## config.mk

```make
export PLATFORM = sky130hd
export DESIGN_NAME = hka_adc_sequencer
export DESIGN_NICKNAME = d
export VERILOG_FILES = /design/src/logic/hka_adc_pkg.sv /design/src/logic/hka_adc_sequencer.sv
export VERILOG_INCLUDE_DIRS = /design/src /design/src/logic
export SDC_FILE = /design/constraint.sdc
export NUM_CORES = 1
export LEC_CHECK = 0
export BUFFER_PORTS_ARGS = -buffer_cell sky130_fd_sc_hd__buf_2
export CAP_MARGIN = 0
export CORE_MARGIN = 8
export CORE_UTILIZATION = 40
export CTS_CLUSTER_SIZE = 28
export DETAILED_ROUTE_END_ITERATION = 10
export SLEW_MARGIN = 20
export SYNTH_ARGS = -nofsm -noshare
export SYNTH_HDL_FRONTEND = slang
export SYNTH_SLANG_ARGS = --single-unit
```

## constraint.sdc

```tcl
create_clock -name sys_clk -period 7.95 [get_ports sys_clk]
set_input_delay 0.3975 -clock sys_clk [delete_from_list [all_inputs] [get_ports sys_clk]]
set_output_delay 0.3975 -clock sys_clk [all_outputs]
set_load 0.05 [all_outputs]
```

## src/logic/hka_adc_regs.svh

```systemverilog
`ifndef HKA_ADC_REGS_SVH
`define HKA_ADC_REGS_SVH

// Register byte offsets, one 32-bit word each
`define HKA_OFF_CTRL1 8'h00
`define HKA_OFF_RT_CTRL 8'h04
`define HKA_OFF_SINGLE_SEL 8'h08
`define HKA_OFF_SINGLE_LOW 8'h0c
`define HKA_OFF_SINGLE_HIGH 8'h10
`define HKA_OFF_PER_SEL 8'h14
`define HKA_OFF_THR0_LOW 8'h18
`define HKA_OFF_THR0_HIGH 8'h1c
`define HKA_OFF_THR1_LOW 8'h20
`define HKA_OFF_THR1_HIGH 8'h24
`define HKA_OFF_PER_CTRL 8'h28
`define HKA_OFF_RES0_LOW 8'h2c
`define HKA_OFF_RES0_HIGH 8'h30
`define HKA_OFF_RES1_LOW 8'h34
`define HKA_OFF_RES1_HIGH 8'h38
`define HKA_OFF_STATUS 8'h3c
`define HKA_OFF_TRIM1 8'h40
`define HKA_OFF_TRIM2 8'h44

// Field positions
`define HKA_CTRL1_FORCE_BIT 0
`define HKA_CTRL1_BIAS_LSB 1
`define HKA_RT_EXTEND_BIT 0
`define HKA_SEL_START_BIT 7
`define HKA_THR_POL_BIT 7
`define HKA_PCTRL_EN0_BIT 0
`define HKA_PCTRL_EN1_BIT 1
`define HKA_PCTRL_IVL_LSB 2
`define HKA_PCTRL_SD0_BIT 5
`define HKA_PCTRL_SD1_BIT 6

// Reset values
`define HKA_RST_BYTE 8'h00

// Timing and code range
`define HKA_CLK_MHZ 20
`define HKA_EXT_DELAY_US 400
`define HKA_SETTLE_NS 1000
`define HKA_INTERVAL_BASE_US 1000
`define HKA_CODE_MAX 12'hfff

`endif

```

## src/logic/hka_adc_pkg.sv

```systemverilog
package hka_adc_pkg;
	typedef enum logic [1:0] {
		HKA_PS_ACTIVE,
		HKA_PS_SLEEP,
		HKA_PS_OFF
	} hka_power_state_t;

	typedef enum {
		HKA_ST_IDLE,
		HKA_ST_SETTLE,
		HKA_ST_CONVERT
	} hka_state_t;

	// Toward the analog converter and input mux
	typedef struct packed {
		logic power_on;
		logic reference_on;
		logic sample;
		logic [3:0] channel;
		logic [1:0] bias_sel;
	} hka_conv_ctrl_t;

	// Back from the converter core
	typedef struct packed {
		logic done;
		logic [11:0] code;
	} hka_conv_stat_t;
endpackage : hka_adc_pkg

```

## src/logic/hka_adc_sequencer.sv

```systemverilog
`timescale 1ns/100ps
`include "hka_adc_regs.svh"

// Functional notes
// - Result codes are 12-bit unsigned, range bottom 0 and top 4095.
// - Sixteen mux channels, nine usable: three external, six internal.
// - Every finished conversion raises an event toward the host.
// - Pending single conversion wins over pending periodic conversion.
// - Extended-delay bit adds 400 us between selection and sampling.
// - Host picks channel, then starts; result lands in single registers.
// - External input zero bias current selectable: 0, 5, 15, 20 uA.
// - Periodic conversions run at chosen interval per enabled slot.
// - Periodic mode powers converter up per conversion, then down.
// - Latest periodic results go to result registers; with both slots on, by channel order.
// - Periodic queue converts ascending; lower channel result in slot 0.
// - Threshold crossing stores result and raises the converter event.
// - Periodic runs on despite unread results; new results overwrite.
// - Threshold crossing requests shutdown when slot shutdown enabled.
// - Sleep/off: channels 0 to 10; 12, 13 in sleep with thermal on.
// - Reference output driven whenever converter is enabled.
module hka_adc_sequencer #(
	parameter int unsigned EXT_DELAY_CYC = `HKA_EXT_DELAY_US * `HKA_CLK_MHZ,
	parameter int unsigned INTERVAL_BASE_CYC =
		`HKA_INTERVAL_BASE_US * `HKA_CLK_MHZ
) (
	input wire logic sys_clk,
	input wire logic rst_b,
	input wire logic cyc_i,
	input wire logic stb_i,
	input wire logic we_i,
	input wire logic [7:0] adr_i,
	input wire logic [3:0] sel_i,
	input wire logic [31:0] dat_i,
	output logic [31:0] dat_o,
	output logic ack_o,
	output hka_adc_pkg::hka_conv_ctrl_t conv_ctrl,
	input wire hka_adc_pkg::hka_conv_stat_t conv_stat,
	input wire hka_adc_pkg::hka_power_state_t power_state,
	input wire logic thermal_sensor_en,
	input wire logic [7:0] factory_deviation_one,
	input wire logic [7:0] factory_deviation_two,
	output logic conv_event,
	output logic threshold_event,
	output logic shutdown_req
);
	import hka_adc_pkg::*;

	localparam int unsigned SETTLE_CYC_RAW =
		(`HKA_SETTLE_NS * `HKA_CLK_MHZ + 999) / 1000;
	localparam int unsigned SETTLE_CYC =
		(SETTLE_CYC_RAW < 1) ? 1 : SETTLE_CYC_RAW;

	// Channel usable at all, and usable in the present power state
	function automatic logic chan_usable(input logic [3:0] ch);
		chan_usable = (ch <= 4'h2) || (ch == 4'h7) || (ch >= 4'ha &&
			ch <= 4'hd) || (ch == 4'hf);
	endfunction : chan_usable

	function automatic logic chan_allowed(input logic [3:0] ch,
		input hka_power_state_t ps, input logic therm);
		logic low_ok;
		logic die_ok;
		low_ok = ch <= 4'ha;
		die_ok = (ch == 4'hc || ch == 4'hd) && ps == HKA_PS_SLEEP && therm;
		chan_allowed = chan_usable(ch) &&
			(ps == HKA_PS_ACTIVE || low_ok || die_ok);
	endfunction : chan_allowed

	logic rst_meta;
	logic rst_sync;
	always_ff @(posedge sys_clk or negedge rst_b) begin
		if (!rst_b) begin
			rst_meta <= 1'b0;
			rst_sync <= 1'b0;
		end else begin
			rst_meta <= 1'b1;
			rst_sync <= rst_meta;
		end
	end

	// Software-visible storage
	logic [7:0] ctrl1;
	logic [7:0] rt_ctrl;
	logic [3:0] single_chan;
	logic [11:0] single_result;
	logic [7:0] per_sel;
	logic [7:0] thr_low [2];
	logic [7:0] thr_high [2];
	logic [7:0] per_ctrl;
	logic [11:0] slot_result [2];

	// Sequencer state
	hka_state_t state;
	hka_state_t next_state;
	logic sw_pend;
	logic [1:0] per_pend;
	logic cur_is_sw;
	logic cur_dest;
	logic [3:0] cur_chan;
	logic [23:0] delay_cnt;
	logic [23:0] ivl_cnt;
	logic first_done;

	// Bus decode
	wire bus_req = cyc_i && stb_i && !ack_o;
	wire bus_wr = bus_req && we_i && sel_i[0];
	wire hit_ctrl1 = adr_i == `HKA_OFF_CTRL1;
	wire hit_rt = adr_i == `HKA_OFF_RT_CTRL;
	wire hit_ssel = adr_i == `HKA_OFF_SINGLE_SEL;
	wire hit_psel = adr_i == `HKA_OFF_PER_SEL;
	wire hit_pctrl = adr_i == `HKA_OFF_PER_CTRL;
	wire [1:0] hit_thr_low = {adr_i == `HKA_OFF_THR1_LOW,
		adr_i == `HKA_OFF_THR0_LOW};
	wire [1:0] hit_thr_high = {adr_i == `HKA_OFF_THR1_HIGH,
		adr_i == `HKA_OFF_THR0_HIGH};
	wire sw_start = bus_wr && hit_ssel && dat_i[`HKA_SEL_START_BIT];

	// Field views
	wire force_on = ctrl1[`HKA_CTRL1_FORCE_BIT];
	wire [1:0] bias_sel = ctrl1[`HKA_CTRL1_BIAS_LSB +: 2];
	wire extend_delay = rt_ctrl[`HKA_RT_EXTEND_BIT];
	wire [3:0] slot_chan [2];
	assign slot_chan[0] = per_sel[3:0];
	assign slot_chan[1] = per_sel[7:4];
	wire [1:0] slot_en = {per_ctrl[`HKA_PCTRL_EN1_BIT],
		per_ctrl[`HKA_PCTRL_EN0_BIT]};
	wire [1:0] slot_sd = {per_ctrl[`HKA_PCTRL_SD1_BIT],
		per_ctrl[`HKA_PCTRL_SD0_BIT]};
	wire [2:0] ivl_sel = per_ctrl[`HKA_PCTRL_IVL_LSB +: 3];

	// Interval timer: base period doubled per select step
	wire [23:0] ivl_limit = 24'(INTERVAL_BASE_CYC) << ivl_sel;
	wire ivl_tick = (slot_en != 2'b00) && ivl_cnt >= ivl_limit - 24'h1;
	wire [23:0] next_ivl_cnt = (slot_en == 2'b00 || ivl_tick) ? 24'h0 :
		ivl_cnt + 24'h1;

	// Arbitration in idle
	wire idle = state == HKA_ST_IDLE;
	wire both_pend = per_pend == 2'b11;
	wire pick_slot = both_pend ? (slot_chan[1] < slot_chan[0]) :
		per_pend[1];
	wire take_sw = idle && sw_pend;
	wire take_per = idle && !sw_pend && per_pend != 2'b00;
	wire [3:0] take_chan = take_sw ? single_chan : slot_chan[pick_slot];
	wire take_ok = chan_allowed(take_chan, power_state, thermal_sensor_en);
	// Both slots on: first in ascending order lands in slot 0
	wire both_en = slot_en == 2'b11;
	wire lower_first = slot_chan[pick_slot] <= slot_chan[~pick_slot];
	wire take_dest = both_en ? !lower_first : pick_slot;
	wire [1:0] per_take = {take_per && pick_slot, take_per && !pick_slot};
	// Tick while a round is still queued is dropped: a slow conversion
	// must not let the lower channel starve the higher one
	wire [1:0] per_left = per_pend & ~per_take;

	wire [23:0] settle_load = 24'(SETTLE_CYC) +
		(extend_delay ? 24'(EXT_DELAY_CYC) : 24'h0);
	wire settle_end = state == HKA_ST_SETTLE && delay_cnt == 24'h1;
	wire conv_end = state == HKA_ST_CONVERT && conv_stat.done;

	// Threshold check against destination slot
	wire [11:0] dest_thr = {thr_high[cur_dest][3:0], thr_low[cur_dest]};
	wire dest_pol = thr_high[cur_dest][`HKA_THR_POL_BIT];
	wire crossed = dest_pol ? (conv_stat.code > dest_thr) :
		(conv_stat.code < dest_thr);
	wire per_end = conv_end && !cur_is_sw;
	wire per_hit = per_end && crossed;

	always_comb begin
		next_state = state;
		case (state)
			HKA_ST_IDLE: begin
				if ((take_sw || take_per) && take_ok) begin
					next_state = HKA_ST_SETTLE;
				end
			end
			HKA_ST_SETTLE: begin
				if (settle_end) begin
					next_state = HKA_ST_CONVERT;
				end
			end
			HKA_ST_CONVERT: begin
				if (conv_end) begin
					next_state = HKA_ST_IDLE;
				end
			end
			default: begin
				next_state = HKA_ST_IDLE;
			end
		endcase
	end

	always_ff @(posedge sys_clk or negedge rst_sync) begin
		if (!rst_sync) begin
			state <= HKA_ST_IDLE;
			delay_cnt <= 24'h0;
			cur_is_sw <= 1'b0;
			cur_dest <= 1'b0;
			cur_chan <= 4'h0;
		end else begin
			state <= next_state;
			if ((take_sw || take_per) && take_ok) begin
				delay_cnt <= settle_load;
				cur_is_sw <= take_sw;
				cur_dest <= take_dest;
				cur_chan <= take_chan;
			end else if (state == HKA_ST_SETTLE) begin
				delay_cnt <= delay_cnt - 24'h1;
			end
		end
	end

	// Pending flags: a new request in the taking cycle survives
	always_ff @(posedge sys_clk or negedge rst_sync) begin
		if (!rst_sync) begin
			sw_pend <= 1'b0;
			per_pend <= 2'b00;
			ivl_cnt <= 24'h0;
		end else begin
			sw_pend <= sw_start || (sw_pend && !take_sw);
			per_pend <= (ivl_tick && per_left == 2'b00) ? slot_en :
				per_left & slot_en;
			ivl_cnt <= next_ivl_cnt;
		end
	end

	// Converter drive and event pulses
	always_ff @(posedge sys_clk or negedge rst_sync) begin
		if (!rst_sync) begin
			conv_ctrl <= '0;
			conv_event <= 1'b0;
			threshold_event <= 1'b0;
			shutdown_req <= 1'b0;
		end else begin
			conv_ctrl.power_on <= next_state != HKA_ST_IDLE ||
				force_on;
			conv_ctrl.reference_on <= next_state != HKA_ST_IDLE ||
				force_on;
			conv_ctrl.sample <= settle_end;
			conv_ctrl.channel <= (take_sw || take_per) ? take_chan :
				cur_chan;
			conv_ctrl.bias_sel <= bias_sel;
			conv_event <= conv_end;
			threshold_event <= per_hit;
			shutdown_req <= per_hit && slot_sd[cur_dest];
		end
	end

	// Result storage; unread results are simply overwritten
	always_ff @(posedge sys_clk or negedge rst_sync) begin
		if (!rst_sync) begin
			single_result <= 12'h0;
			slot_result[0] <= 12'h0;
			slot_result[1] <= 12'h0;
			first_done <= 1'b0;
		end else begin
			if (conv_end && cur_is_sw) begin
				single_result <= conv_stat.code;
				first_done <= 1'b1;
			end
			if (per_end) begin
				slot_result[cur_dest] <= conv_stat.code;
			end
		end
	end

	// Register writes, byte lane 0 only
	always_ff @(posedge sys_clk or negedge rst_sync) begin
		if (!rst_sync) begin
			ctrl1 <= `HKA_RST_BYTE;
			rt_ctrl <= `HKA_RST_BYTE;
			single_chan <= 4'h0;
			per_sel <= `HKA_RST_BYTE;
			per_ctrl <= `HKA_RST_BYTE;
		end else if (bus_wr) begin
			if (hit_ctrl1) begin
				ctrl1 <= {5'h0, dat_i[2:0]};
			end else if (hit_rt) begin
				rt_ctrl <= {7'h0, dat_i[0]};
			end else if (hit_ssel) begin
				single_chan <= dat_i[3:0];
			end else if (hit_psel) begin
				per_sel <= dat_i[7:0];
			end else if (hit_pctrl) begin
				per_ctrl <= {1'b0, dat_i[6:0]};
			end
		end
	end

	genvar g;
	generate
		for (g = 0; g < 2; g++) begin : g_thr
			always_ff @(posedge sys_clk or negedge rst_sync) begin
				if (!rst_sync) begin
					thr_low[g] <= `HKA_RST_BYTE;
					thr_high[g] <= `HKA_RST_BYTE;
				end else if (bus_wr && hit_thr_low[g]) begin
					thr_low[g] <= dat_i[7:0];
				end else if (bus_wr && hit_thr_high[g]) begin
					thr_high[g] <= {dat_i[7], 3'h0, dat_i[3:0]};
				end
			end
		end
	endgenerate

	// Read mux; unmapped offsets read zero and still acknowledge
	wire [7:0] status = {5'h0, first_done, sw_pend, !idle};
	logic [7:0] rd_byte;
	always_comb begin
		if (adr_i == `HKA_OFF_CTRL1) begin
			rd_byte = ctrl1;
		end else if (adr_i == `HKA_OFF_RT_CTRL) begin
			rd_byte = rt_ctrl;
		end else if (adr_i == `HKA_OFF_SINGLE_SEL) begin
			rd_byte = {sw_pend, 3'h0, single_chan};
		end else if (adr_i == `HKA_OFF_SINGLE_LOW) begin
			rd_byte = single_result[7:0];
		end else if (adr_i == `HKA_OFF_SINGLE_HIGH) begin
			rd_byte = {4'h0, single_result[11:8]};
		end else if (adr_i == `HKA_OFF_PER_SEL) begin
			rd_byte = per_sel;
		end else if (adr_i == `HKA_OFF_THR0_LOW) begin
			rd_byte = thr_low[0];
		end else if (adr_i == `HKA_OFF_THR0_HIGH) begin
			rd_byte = thr_high[0];
		end else if (adr_i == `HKA_OFF_THR1_LOW) begin
			rd_byte = thr_low[1];
		end else if (adr_i == `HKA_OFF_THR1_HIGH) begin
			rd_byte = thr_high[1];
		end else if (adr_i == `HKA_OFF_PER_CTRL) begin
			rd_byte = per_ctrl;
		end else if (adr_i == `HKA_OFF_RES0_LOW) begin
			rd_byte = slot_result[0][7:0];
		end else if (adr_i == `HKA_OFF_RES0_HIGH) begin
			rd_byte = {4'h0, slot_result[0][11:8]};
		end else if (adr_i == `HKA_OFF_RES1_LOW) begin
			rd_byte = slot_result[1][7:0];
		end else if (adr_i == `HKA_OFF_RES1_HIGH) begin
			rd_byte = {4'h0, slot_result[1][11:8]};
		end else if (adr_i == `HKA_OFF_STATUS) begin
			rd_byte = status;
		end else if (adr_i == `HKA_OFF_TRIM1) begin
			rd_byte = factory_deviation_one;
		end else if (adr_i == `HKA_OFF_TRIM2) begin
			rd_byte = factory_deviation_two;
		end else begin
			rd_byte = 8'h00;
		end
	end

	always_ff @(posedge sys_clk or negedge rst_sync) begin
		if (!rst_sync) begin
			ack_o <= 1'b0;
			dat_o <= 32'h0;
		end else begin
			ack_o <= bus_req;
			if (bus_req && !we_i) begin
				dat_o <= {24'h0, rd_byte};
			end
		end
	end
endmodule : hka_adc_sequencer

```

==> flow_summary.ini <==
[synth]
synth_flop_cell = dfrtp_1
yosysSeqAreaShare = 0.472
yosysTopAreaCell = dfrtp_1
netlist_area_um2 = 10500
synth-xor-area-share = 0.0386
synthAdderAreaFrac = 0.0575
synth_area_per_cell_um2 = 10.7
synth_seq_cells = 197
synthCells = 980
synth_top_family_by_area = simple AND/OR/NAND/NOR gates
synthSimpleGateAreaFrac = 0.167
synth_top_area_frac = 0.472
synth_edf_count = 0
netlist-cell-type-count = 74
ys_warn_count = 0
synth-async-reset-ratio = 1.00
synthMuxAreaShare = 0.121
synth.area.top_cells = dfrtp_1, mux2_2, ha_1
synth_compound_area_frac = 0.103

[setup_path]
r2r_slack_ps = 4050
critical_path_buf_inv_count = 2
worstSetupPathDepth = 11
path_class = register to register
path_cells = inv_1, ha_1, nor2b_1, o2111ai_1, nand3_1, o211a_2, o211a_1, a2111oi_0, a41o_1, buf_4, mux2_1
cp.required_ps = 8260
endpoint = cur_dest
cp_slowest_stage_delay_ps = 580
critPathCaptureType = register
crit_fanout = 18
crit_arrival_ps = 4210
reg2reg_from = per_sel[1]
cp-start-kind = register
crit_start = per_sel[1]
slowest_stage = a41o_1
path_delay_family = compound AO/OA/AOI/OAI gates
reg2regPathDepth = 11
timing.rr.end = cur_dest

[sta]
maxSlewHeadroom = 0.287
rsz0062_at_grt = no
fmax_ghz = 0.256
setup_slack_ps = 4050
slew_violations = 0
period_share = 0.491
period_minus_slack_ps = 3900
hold_viol_final = 0
finalSetupTns_ps = 0
final-setup-viol-count = 0
worst_clock_skew_ps = 11.7
worst-slew-pin-transition_ps = 1060

[power_and_ir_drop]
vdd_ir_drop_max_mv = 0.157
power_uw = 2010
leakage_uw = 0.00529
power.density_nw_per_um2 = 171

[floorplan]
rows = 59
die_h_um = 178
start_util = 0.404
die_x_um = 178
ios = 126
die-area_um2 = 31600
core_area_um2 = 25800

[clocking]
cts_sinks = 197
clkTransAtPathRegs_ps = 80
cts_tree = yes
htreeDepth = 4
cts_buffer_depth = 2
clkLatencyLatePin_ps = 430
cts_inserted_buffers = 17
cts_setup_buffers = 0
clock-root-buffer = clkbuf_16
cts_resized = 0

[global_route]
grt-ovfl-total = 0
grt_pass1_wl_um = 41200
grt_usage = 0.165
grt_pass1_vias = 7663
grt_max_degree = 79
antenna_found_initial = 1

[detailed_routing]
ant_nets = 0
vias = 7696
totalWireLength_um = 25900
avgViaCountPerCell = 5.41
wl_per_cell_um = 18.2
drc = 0
initialDrtViolationCount = 619
drt-pass1-iter-count = 5

[layout]
nets = 1204
syn_to_final_growth_pct = 12.4
fin_cells = 1423
fin_util = 0.455
layout-drive-gt1-share = 0.201
diodes = 0

[place]
place_congestion = 0.881
place_hpwl_um = 18900
post-place-ws_ps = 4070
place_inst = 1390
port_buffers = 74

[worst_hold_path]
hp-class = primary input to register

[status]
status = completed

[run]
cap_violations = 0
==> power by group <==
part	internal [uW]	total, uW	switching (uW)
logic	29.9	125	95.0
registers	1010	1030	12.7
clock network	442	854	412
==> metrics by stage <==
| stage | area, um2 | hold slack [ps] |
|---|---|---|
| after global placement | 11200 | 183 |
| final | 11700 | 207 |
| after detailed placement | 11200 | 185 |
| after global routing | 11700 | 196 |
| after CTS | 11700 | 197 |
| after floorplan | 10600 | 102 |
==> cell usage after synthesis, types with 16 or more instances <==
cell type    n
ha_1        48
nand2_1     64
inv_1       24
nand3_1     20
buf_4       26
dfrtp_1    197
mux2_2      83
nor2_1      98
nor3_1      25
clkbuf_1    24
mux2i_1     25
o21ai_0     34
xor2_1      18
a21oi_1     32
nand4_1     16
xnor2_1     28
==> kinds of logic after synthesis <==
family / after synthesis
other cells: 2
mux: 114
simple gates: 329
flops: 197
fa+ha+maj: 48
buf+inv: 83
xor+xnor: 46
compound gates: 161
==> state kept, by name (all words and copies together) (netlist names), 2 cells and up <==
signal	flops
ivl_cnt	24
single_chan	4
dat_o	8
per_sel	8
ctrl1	3
per_pend	2
conv_ctrl	8
state	32
per_ctrl	7
delay_cnt	24
thr_high	10
cur_chan	4
slot_result	24
thr_low	16
single_result	12
==> metal layers <==
layer | vias up | GRT usage | share of wire
met3 | 36 | 0.0326 | 0.063
li1 | 3654 | - | -
met2 | 226 | 0.255 | 0.45
met4 | 2 | 0.0570 | 0.022
met5 | - | 0 | 0.00046
met1 | 3778 | 0.228 | 0.46
==> worst register-to-register path, stage by stage (launching register included) <==
cell	delay, ps
dfrtp_1	430
inv_1	100
ha_1	330
nor2b_1	160
o2111ai_1	280
nand3_1	220
o211a_2	320
o211a_1	230
a2111oi_0	420
a41o_1	580
buf_4	370
mux2_1	340
==> cell type report <==
type / instances / area [um2]
inverters: 24 / 90.1
well taps: 335 / 419
repair buffers: 82 / 433
multi-input cells: 753 / 5300
clock buffers: 18 / 429
flip-flops and latches: 197 / 4930
fillers: 2472 / 14100
clock inverters: 14 / 145
==> placed cells by master, fill, tap and decap left out, types with 7 or more instances in the layout <==
master / instances
a22oi_1: 10
nand2b_1: 9
o22ai_1: 9
inv_1: 24
nor3_1: 25
nand3_1: 20
a21oi_1: 32
nor2_1: 98
nor4_1: 8
dfrtp_1: 196
o21ai_0: 34
ha_1: 48
mux2i_1: 25
xor2_1: 18
nor2b_1: 13
conb_1: 55
mux2_2: 83
clkbuf_16: 17
nand2_1: 64
nand4_1: 16
o21ai_1: 7
and2_1: 9
buf_4: 7
a222oi_1: 7
a221oi_1: 7
or3_1: 11
xnor2_1: 28
buf_2: 74
and4_1: 7
a21o_1: 8
nor4_2: 8
==> timing repair <==
action / CTS / global route
setup endpoints to repair: 0 / 0
endpoints found under the hold margin: 2 / 0
hold buffers: 1 / 0
==> worst min path at each step <==
stage                 start          endpoint  slack (ps)  cells after the start
2_1_floorplan         rst_b          rst_meta         100                      0
3_3_place_gp          rst_b          rst_meta         180                      1
3_5_place_dp          rst_b          rst_meta         180                      1
4_1_cts        conv_stat[0]  single_result[0]         200                      2
5_1_grt        conv_stat[0]  single_result[0]         200                      2
6_report       conv_stat[0]  single_result[0]         210                      2
No activity file was read; power rests on OpenSTA's default activity.
